$ cat src/gpcg_regs.vh
// constants for the port clock gating block: offsets, field positions, reset values
// assumes a 32-bit axi4-lite register window with byte addresses
`ifndef GPCG_REGS_VH
`define GPCG_REGS_VH

// ****************************************************************
// register byte offsets
// ****************************************************************
`define GPCG_RUN_CLOCK_CONFIG_OFF   12'h060 // run_clock_config, holds auto gating select
`define GPCG_RUN_PORT_GATE_OFF      12'h108 // run_port_clock_gating
`define GPCG_SLEEP_PORT_GATE_OFF    12'h118 // sleep_port_clock_gating
`define GPCG_DEEP_PORT_GATE_OFF     12'h128 // deep_sleep_port_clock_gating
`define GPCG_POWER_MODE_OFF         12'h130 // power mode request and status

// ****************************************************************
// field positions and widths
// ****************************************************************
`define GPCG_PORT_MSB               7       // port h enable bit
`define GPCG_PORT_LSB               0       // port a enable bit
`define GPCG_AUTO_GATE_BIT          27      // auto_sleep_gating_select in run_clock_config
`define GPCG_MODE_MSB               1       // power mode field, bits 1:0
`define GPCG_ACTIVE_MSB             15      // active enables readback in mode register
`define GPCG_ACTIVE_LSB             8

// ****************************************************************
// reset values and encodings
// ****************************************************************
`define GPCG_PORT_RESET             8'h00
`define GPCG_MODE_RUN               2'h0
`define GPCG_MODE_SLEEP             2'h1
`define GPCG_MODE_DEEP              2'h2

// ****************************************************************
// axi response codes
// ****************************************************************
`define GPCG_RESP_OKAY              2'h0
`define GPCG_RESP_SLVERR            2'h2

`endif

$ cat src/gpcg_port_gate.v
// per-port clock enable selection and access fault check
// assumes enable vectors are registered in the caller's clock domain
`timescale 1ns/1ps
`include "gpcg_regs.vh"

module gpcg_port_gate #(
    parameter N_PORTS = 8
) (
    input  wire [N_PORTS-1:0] run_en,
    input  wire [N_PORTS-1:0] sleep_en,
    input  wire [N_PORTS-1:0] deep_en,
    input  wire               auto_gate,
    input  wire [1:0]         power_mode,
    input  wire [N_PORTS-1:0] port_access,
    output wire [N_PORTS-1:0] port_clk_en,
    output wire [N_PORTS-1:0] port_fault
);

    // ****************************************************************
    // per-port selection
    // ****************************************************************
    genvar i;
    generate
        for (i = 0; i < N_PORTS; i = i + 1) begin : g_port
            wire sel_sleep; // sleep table in force for this port
            wire sel_deep;  // deep table in force for this port
            assign sel_sleep = auto_gate && (power_mode == `GPCG_MODE_SLEEP);
            assign sel_deep  = auto_gate && (power_mode == `GPCG_MODE_DEEP);
            // run table keeps control when auto gating is off
            assign port_clk_en[i] = sel_sleep ? sleep_en[i] :
                                    sel_deep  ? deep_en[i]  : run_en[i];
            // access to an unclocked port faults
            assign port_fault[i] = port_access[i] & ~port_clk_en[i];
        end
    endgenerate

endmodule

$ cat src/gpcg_top.v
// axi4-lite register block gating the clocks of eight i/o ports
// assumes a single 100 mhz clock; port modules use port_clk_en as enable
`timescale 1ns/1ps
`include "gpcg_regs.vh"

// Summary of operation
// - bits 7..0 enable ports h..a
// - set bit clocks port, clear disables
// - access to unclocked port gives fault
// - all enable bits reset to zero
// - bits 31..8 read zero, ignore writes
// - 0x118 sleep enables, 0x128 deep enables
// - sleep tables only with auto gating set
// - run register 0x108 governs running operation
module gpcg_top #(
    parameter N_PORTS = 8
) (
    input  wire               clk,
    input  wire               rst_n,
    input  wire [11:0]        s_axi_awaddr,
    input  wire               s_axi_awvalid,
    output wire               s_axi_awready,
    input  wire [31:0]        s_axi_wdata,
    input  wire [3:0]         s_axi_wstrb,
    input  wire               s_axi_wvalid,
    output wire               s_axi_wready,
    output reg  [1:0]         s_axi_bresp,
    output reg                s_axi_bvalid,
    input  wire               s_axi_bready,
    input  wire [11:0]        s_axi_araddr,
    input  wire               s_axi_arvalid,
    output wire               s_axi_arready,
    output reg  [31:0]        s_axi_rdata,
    output reg  [1:0]         s_axi_rresp,
    output reg                s_axi_rvalid,
    input  wire               s_axi_rready,
    input  wire [N_PORTS-1:0] port_access,
    output wire [N_PORTS-1:0] port_clk_en,
    output wire [N_PORTS-1:0] port_fault
);

    // ****************************************************************
    // state
    // ****************************************************************
    reg  [N_PORTS-1:0] run_gate_q;    // run_port_clock_gating
    reg  [N_PORTS-1:0] sleep_gate_q;  // sleep_port_clock_gating
    reg  [N_PORTS-1:0] deep_gate_q;   // deep_sleep_port_clock_gating
    reg                auto_gate_q;   // auto_sleep_gating_select
    reg  [1:0]         mode_q;        // requested power mode
    reg  [11:0]        aw_addr_q;     // latched write address
    reg                aw_have_q;     // write address held
    reg  [31:0]        w_data_q;      // latched write data
    reg  [3:0]         w_strb_q;      // latched strobes
    reg                w_have_q;      // write data held
    wire               wr_go;         // both halves present, response slot free
    wire               wr_hit;        // write address mapped
    reg  [31:0]        rd_val;        // read mux value
    reg                rd_hit;        // read address mapped

    // ****************************************************************
    // write channel acceptance
    // ****************************************************************
    // address and data may come in either order; each is held until paired
    assign s_axi_awready = ~aw_have_q & ~s_axi_bvalid;
    assign s_axi_wready  = ~w_have_q & ~s_axi_bvalid;
    assign wr_go         = aw_have_q & w_have_q;
    assign wr_hit        = (aw_addr_q == `GPCG_RUN_CLOCK_CONFIG_OFF) ||
                           (aw_addr_q == `GPCG_RUN_PORT_GATE_OFF)    ||
                           (aw_addr_q == `GPCG_SLEEP_PORT_GATE_OFF)  ||
                           (aw_addr_q == `GPCG_DEEP_PORT_GATE_OFF)   ||
                           (aw_addr_q == `GPCG_POWER_MODE_OFF);

    // capture address and data halves
    always @(posedge clk or negedge rst_n) begin
        if (!rst_n) begin
            aw_addr_q <= 12'h000;
            aw_have_q <= 1'b0;
            w_data_q  <= 32'h0000_0000;
            w_strb_q  <= 4'h0;
            w_have_q  <= 1'b0;
        end else begin
            if (s_axi_awvalid && s_axi_awready) begin
                aw_addr_q <= {s_axi_awaddr[11:2], 2'b00};
                aw_have_q <= 1'b1;
            end else if (wr_go) begin
                aw_have_q <= 1'b0;
            end
            if (s_axi_wvalid && s_axi_wready) begin
                w_data_q <= s_axi_wdata;
                w_strb_q <= s_axi_wstrb;
                w_have_q <= 1'b1;
            end else if (wr_go) begin
                w_have_q <= 1'b0;
            end
        end
    end

    // ****************************************************************
    // register writes and write response
    // ****************************************************************
    // only byte lane 0 carries enables; upper lanes of the gating registers are read-only zero
    always @(posedge clk or negedge rst_n) begin
        if (!rst_n) begin
            run_gate_q   <= `GPCG_PORT_RESET;
            sleep_gate_q <= `GPCG_PORT_RESET;
            deep_gate_q  <= `GPCG_PORT_RESET;
            auto_gate_q  <= 1'b0;
            mode_q       <= `GPCG_MODE_RUN;
            s_axi_bvalid <= 1'b0;
            s_axi_bresp  <= `GPCG_RESP_OKAY;
        end else begin
            if (s_axi_bvalid && s_axi_bready) begin
                s_axi_bvalid <= 1'b0;
            end
            if (wr_go) begin
                s_axi_bvalid <= 1'b1;
                s_axi_bresp  <= wr_hit ? `GPCG_RESP_OKAY : `GPCG_RESP_SLVERR;
                if (w_strb_q[0]) begin
                    case (aw_addr_q)
                        `GPCG_RUN_PORT_GATE_OFF:   run_gate_q   <= w_data_q[7:0];
                        `GPCG_SLEEP_PORT_GATE_OFF: sleep_gate_q <= w_data_q[7:0];
                        `GPCG_DEEP_PORT_GATE_OFF:  deep_gate_q  <= w_data_q[7:0];
                        `GPCG_POWER_MODE_OFF:      mode_q       <= w_data_q[1:0];
                        default: begin
                        end
                    endcase
                end
                // auto gating select lives in byte lane 3
                if (w_strb_q[3] && aw_addr_q == `GPCG_RUN_CLOCK_CONFIG_OFF) begin
                    auto_gate_q <= w_data_q[`GPCG_AUTO_GATE_BIT];
                end
            end
        end
    end

    // ****************************************************************
    // read path
    // ****************************************************************
    // combinational decode; upper bits of the gating registers stay zero
    always @* begin
        rd_val = 32'h0000_0000;
        rd_hit = 1'b1;
        case ({s_axi_araddr[11:2], 2'b00})
            `GPCG_RUN_CLOCK_CONFIG_OFF: rd_val[`GPCG_AUTO_GATE_BIT] = auto_gate_q;
            `GPCG_RUN_PORT_GATE_OFF:    rd_val[7:0] = run_gate_q;
            `GPCG_SLEEP_PORT_GATE_OFF:  rd_val[7:0] = sleep_gate_q;
            `GPCG_DEEP_PORT_GATE_OFF:   rd_val[7:0] = deep_gate_q;
            `GPCG_POWER_MODE_OFF: begin
                // live enables let software see which ports run now
                rd_val[1:0]  = mode_q;
                rd_val[15:8] = port_clk_en;
            end
            default: rd_hit = 1'b0;
        endcase
    end

    assign s_axi_arready = ~s_axi_rvalid;

    // read data register, one cycle after acceptance
    always @(posedge clk or negedge rst_n) begin
        if (!rst_n) begin
            s_axi_rvalid <= 1'b0;
            s_axi_rdata  <= 32'h0000_0000;
            s_axi_rresp  <= `GPCG_RESP_OKAY;
        end else begin
            if (s_axi_arvalid && s_axi_arready) begin
                s_axi_rvalid <= 1'b1;
                s_axi_rdata  <= rd_val;
                s_axi_rresp  <= rd_hit ? `GPCG_RESP_OKAY : `GPCG_RESP_SLVERR;
            end else if (s_axi_rvalid && s_axi_rready) begin
                s_axi_rvalid <= 1'b0;
            end
        end
    end

    // ****************************************************************
    // port enable selection
    // ****************************************************************
    // enables drive port clock gates; a zero stops that port entirely
    gpcg_port_gate #(
        .N_PORTS (N_PORTS)
    ) u_gate (
        .run_en      (run_gate_q),
        .sleep_en    (sleep_gate_q),
        .deep_en     (deep_gate_q),
        .auto_gate   (auto_gate_q),
        .power_mode  (mode_q),
        .port_access (port_access),
        .port_clk_en (port_clk_en),
        .port_fault  (port_fault)
    );

endmodule

$ cat config.mk
export PLATFORM = sky130hd
export DESIGN_NAME = gpcg_top
export DESIGN_NICKNAME = d
export VERILOG_FILES = /design/src/gpcg_port_gate.v /design/src/gpcg_top.v
export VERILOG_INCLUDE_DIRS = /design/src /design/src/src
export SDC_FILE = /design/constraint.sdc
export NUM_CORES = 1
export LEC_CHECK = 0
export ABC_AREA = 1
export BUFFER_PORTS_ARGS = -buffer_cell sky130_fd_sc_hd__buf_2
export CAP_MARGIN = 20
export CELL_PAD_IN_SITES_DETAIL_PLACEMENT = 0
export CELL_PAD_IN_SITES_GLOBAL_PLACEMENT = 1
export CORE_MARGIN = 2
export CORE_UTILIZATION = 32
export CTS_CLUSTER_SIZE = 24
export DETAILED_ROUTE_END_ITERATION = 10
export PLACE_DENSITY_LB_ADDON = 0.1
export RECOVER_POWER = 50
export REMOVE_ABC_BUFFERS = 1
export SETUP_SLACK_MARGIN = 0.15
export SLEW_MARGIN = 20
export SYNTH_ARGS = -nofsm -noshare
export SYNTH_HDL_FRONTEND = slang
export SYNTH_SLANG_ARGS = --single-unit
$ cat constraint.sdc
create_clock -name clk -period 1.44 [get_ports clk]
set_clock_uncertainty 0.15 [all_clocks]
set_input_delay 0.072 -clock clk [delete_from_list [all_inputs] [get_ports clk]]
set_output_delay 0.072 -clock clk [all_outputs]
set_load 0.05 [all_outputs]
==> results.sh <==
export IMPL_status="finished, violations left"
export IMPL_violations="setup timing"
export IMPL_end_kind="output port"
export IMPL_tightest_slew_ns=0.945
export IMPL_path_buf_inv=2
export IMPL_ys_seq_area_share_pct=50.2
export IMPL_clkSlewWorstSetupHoldPaths_ns=0.07
export IMPL_multi_input_area_sq_um=1920
export IMPL_fillers=1009
export IMPL_avgSynthCellArea_sq_um=8.27
export IMPL_netlist_area_sq_um=3540
export IMPL_routed_top_layer="met4"
export IMPL_numCtsBuffers=9
export IMPL_hold_worst_slack_ns=0.0330
export IMPL_clkSinkCount=71
export IMPL_slew_viol_final=0
export IMPL_ys_seq_elements=71
export IMPL_drive_above_1_share_pct=48.4
export IMPL_firstDrtPassIters=4
export IMPL_finalSetupTns_ns=-8.13
export IMPL_powerDensity_nw_per_um2=1260
export IMPL_rsz0062_at_grt="yes"
export IMPL_cts_max_level=3
export IMPL_setup_viol=46
export IMPL_wire_per_inst_um=13.7
export IMPL_crit_arrival_ns=1.69
export IMPL_maxSlewHeadroom_pct=37.0
export IMPL_fp_coreArea_sq_um=10800
export IMPL_crit_path_cell_trace="nor2_4 > nand2_4 > nand2_1 > nand3_2 > o21ai_2 > inv_1 > nor2_1 > buf_6"
export IMPL_cts_tree="built"
export IMPL_synthToLayoutAreaGrowth_pct=63.5
export IMPL_track_usage_pct=16.7
export IMPL_grt_overflow=0
export IMPL_min_delay_path_class="input pin to flip-flop"
export IMPL_p_leak_uw=0.00297
export IMPL_avgViaCountPerCell=4.53
export IMPL_fin_crit_sh_pct=133
export IMPL_grt_pass1_vias=3106
export IMPL_critPathMaxFanout=4
export IMPL_cp_slowest_cell="dfrtp_2"
export IMPL_drtIter0Drc=131
export IMPL_gp_congestion=0.780
export IMPL_wl_met2_mm=4.89
export IMPL_final_nets=675
export IMPL_die_y_um=109
export IMPL_vias=3376
export IMPL_critPathRequiredTime_ns=1.22
export IMPL_die_area_sq_um=11900
export IMPL_fmax_mhz=522
export IMPL_crit_type="flip-flop to output port"
export IMPL_drt_wl_total_mm=10.2
export IMPL_cp_start_kind="flip-flop"
export IMPL_timing_final_crit_period_ns=1.92
export IMPL_met1_length_mm=4.53
export IMPL_hpwl_mm=6.43
export IMPL_cts_max_path_buffers=2
export IMPL_max_stage_delay_ns=0.45
export IMPL_yosysWarnings=0
export IMPL_grt_max_degree=72
export IMPL_grt_pass1_wl_mm=15.2
export IMPL_drcViolationCount=0
export IMPL_syn_instance_count=428
export IMPL_synth_distinct_cells=23
export IMPL_num_io_pins=132
export IMPL_drv_cap=0
export IMPL_dr_wl_met3_um=565
export IMPL_initial_core_util_pct=32.8
export IMPL_antenna_cells=0
export IMPL_insertion_delay_ns=0.36
export IMPL_clockRootBuffer="clkbuf_8"
export IMPL_ir_drop_v=0.00140
export IMPL_die_x_um=109
export IMPL_ant_nets=0
export IMPL_grt_antenna_before_repair=0
export IMPL_path_delay_family="simple AND/OR/NAND/NOR gates"
export IMPL_portBuffers=85
export IMPL_worst_slack_ns=-0.476
export IMPL_rows=38
export IMPL_finalHoldViolCount=0
export IMPL_regArea_sq_um=1780
==> repair_timing <==
action                                  CTS  global route
cloned                                    4             4
hold endpoints to repair                 96             0
buffers inserted                         11             8
hold buffers                             29             0
pin swaps                                21            21
gates resized for setup                 105           124
endpoints found under the setup margin   73            83
==> synthesized netlist by cell type <==
| library cell | instances | area [sq um] |
|---|---|---|
| mux2_2 | 8 | 90.1 |
| buf_6 | 4 | 45.0 |
| a21oi_1 | 15 | 75.1 |
| buf_4 | 17 | 128 |
| nor3_2 | 1 | 10.0 |
| o21ai_2 | 15 | 131 |
| nand2_2 | 3 | 18.8 |
| dfrtp_1 | 71 | 1780 |
| nor2_1 | 38 | 143 |
| nor2_2 | 1 | 6.26 |
| nand2_1 | 115 | 432 |
| buf_2 | 5 | 25.0 |
| conb_1 | 1 | 3.75 |
| nand4_1 | 14 | 87.6 |
| nor3_1 | 2 | 10.0 |
| o21ai_1 | 14 | 70.1 |
| inv_1 | 49 | 184 |
| inv_2 | 2 | 7.51 |
| nand4_2 | 2 | 25.0 |
| o21ai_0 | 21 | 105 |
| nand3_1 | 25 | 125 |
| clkbuf_1 | 2 | 7.51 |
| nor2_4 | 3 | 33.8 |
==> state kept, by name, indices dropped and copies added, names as in the netlist, 2 cells and up <==
name          count
aw_addr_q        10
deep_gate_q       8
mode_q            2
run_gate_q        8
s_axi_rdata      17
sleep_gate_q      8
w_data_q          9
w_strb_q          2
==> metrics by stage <==
| stage | worst slack (ns) | util, % | total power, uW | cell area [sq um] | std cells |
|---|---|---|---|---|---|
| floorplan | -1.09 | - | 3810 | 3390 | 416 |
| CTS | -0.489 | 48.8 | 6880 | 5260 | 733 |
| detailed placement | -0.211 | 39.8 | 4470 | 4300 | 673 |
| global placement | -0.187 | 39.8 | 4430 | 4300 | 673 |
| global route | -0.555 | 53.6 | 7750 | 5790 | 745 |
| finish | -0.476 | 53.6 | 7310 | 5790 | 745 |
==> cells by family after synthesis <==
| kind of cell | count (synthesis) | share of synthesized area [%] |
|---|---|---|
| compound gates | 65 | 10.8 |
| mux | 8 | 2.55 |
| buf+inv | 79 | 11.2 |
| other cells | 1 | 0.106 |
| flops | 71 | 50.2 |
| simple gates | 204 | 25.2 |
==> layout make-up <==
class                      instances  share of cell area, %
inverter                          51                   3.48
sequential                        71                   30.8
timing repair buffer             171                   26.1
multi-input combinational        296                   33.2
tap                              140                   3.03
clock buffer                       9                   2.14
clock inverter                     7                   1.28
==> worst paths after layout <==
check | startpoint | to | slack (ns) | cells past startpoint
max | mode_q[0]$_DFFE_PN0P_ | port_fault[1] | -0.48 | 8
min | s_axi_arvalid | s_axi_rdata[12]$_DFFE_PN0P_ | 0.03 | 5
max reg2reg | aw_addr_q[9]$_DFFE_PN0P_ | s_axi_bresp[1]$_DFFE_PN0P_ | -0.09 | 10
min reg2reg | s_axi_rdata[1]$_DFFE_PN0P_ | s_axi_rdata[1]$_DFFE_PN0P_ | 0.32 | 2
max in group asynchronous | rst_n | s_axi_bvalid$_DFFE_PN0P_ | 0.15 | 3
min in group asynchronous | rst_n | s_axi_rdata[1]$_DFFE_PN0P_ | 0.27 | 3
==> worst reg2reg max path: cells and delay by family (launching register included) <==
kind,cells,cell delay [ns]
flops,1,0.41
buf+inv,2,0.26
simple gates,8,0.61
==> layout by cell type (no fill, tap or decap), types with 8 or more instances in the layout <==
| master | instances |
|---|---|
| buf_4 | 36 |
| buf_6 | 21 |
| a21oi_2 | 11 |
| inv_2 | 12 |
| buf_8 | 9 |
| nor2_1 | 14 |
| inv_1 | 37 |
| o21ai_1 | 18 |
| nand2_1 | 87 |
| conb_1 | 17 |
| nand3_1 | 16 |
| nand4_1 | 14 |
| dlygate4sd3_1 | 29 |
| nor2_2 | 8 |
| clkbuf_8 | 9 |
| nor2_4 | 20 |
| nand2_2 | 24 |
| o21ai_2 | 23 |
| buf_2 | 65 |
| dfrtp_1 | 68 |
==> layer usage <==
layer / vias to the layer above / global-route usage [%]
met4: 0 / 6.33
li1: 1690 / -
met1: 1565 / 21.6
met5: - / 0
met3: 18 / 3.53
met2: 103 / 27.5
==> report_power, final <==
part           internal, uW  switching (uW)
sequential             2370             254
combinational          1380            1690
clock                   802             815
total                  4550            2760
No activity file was read; power rests on OpenSTA's default activity.
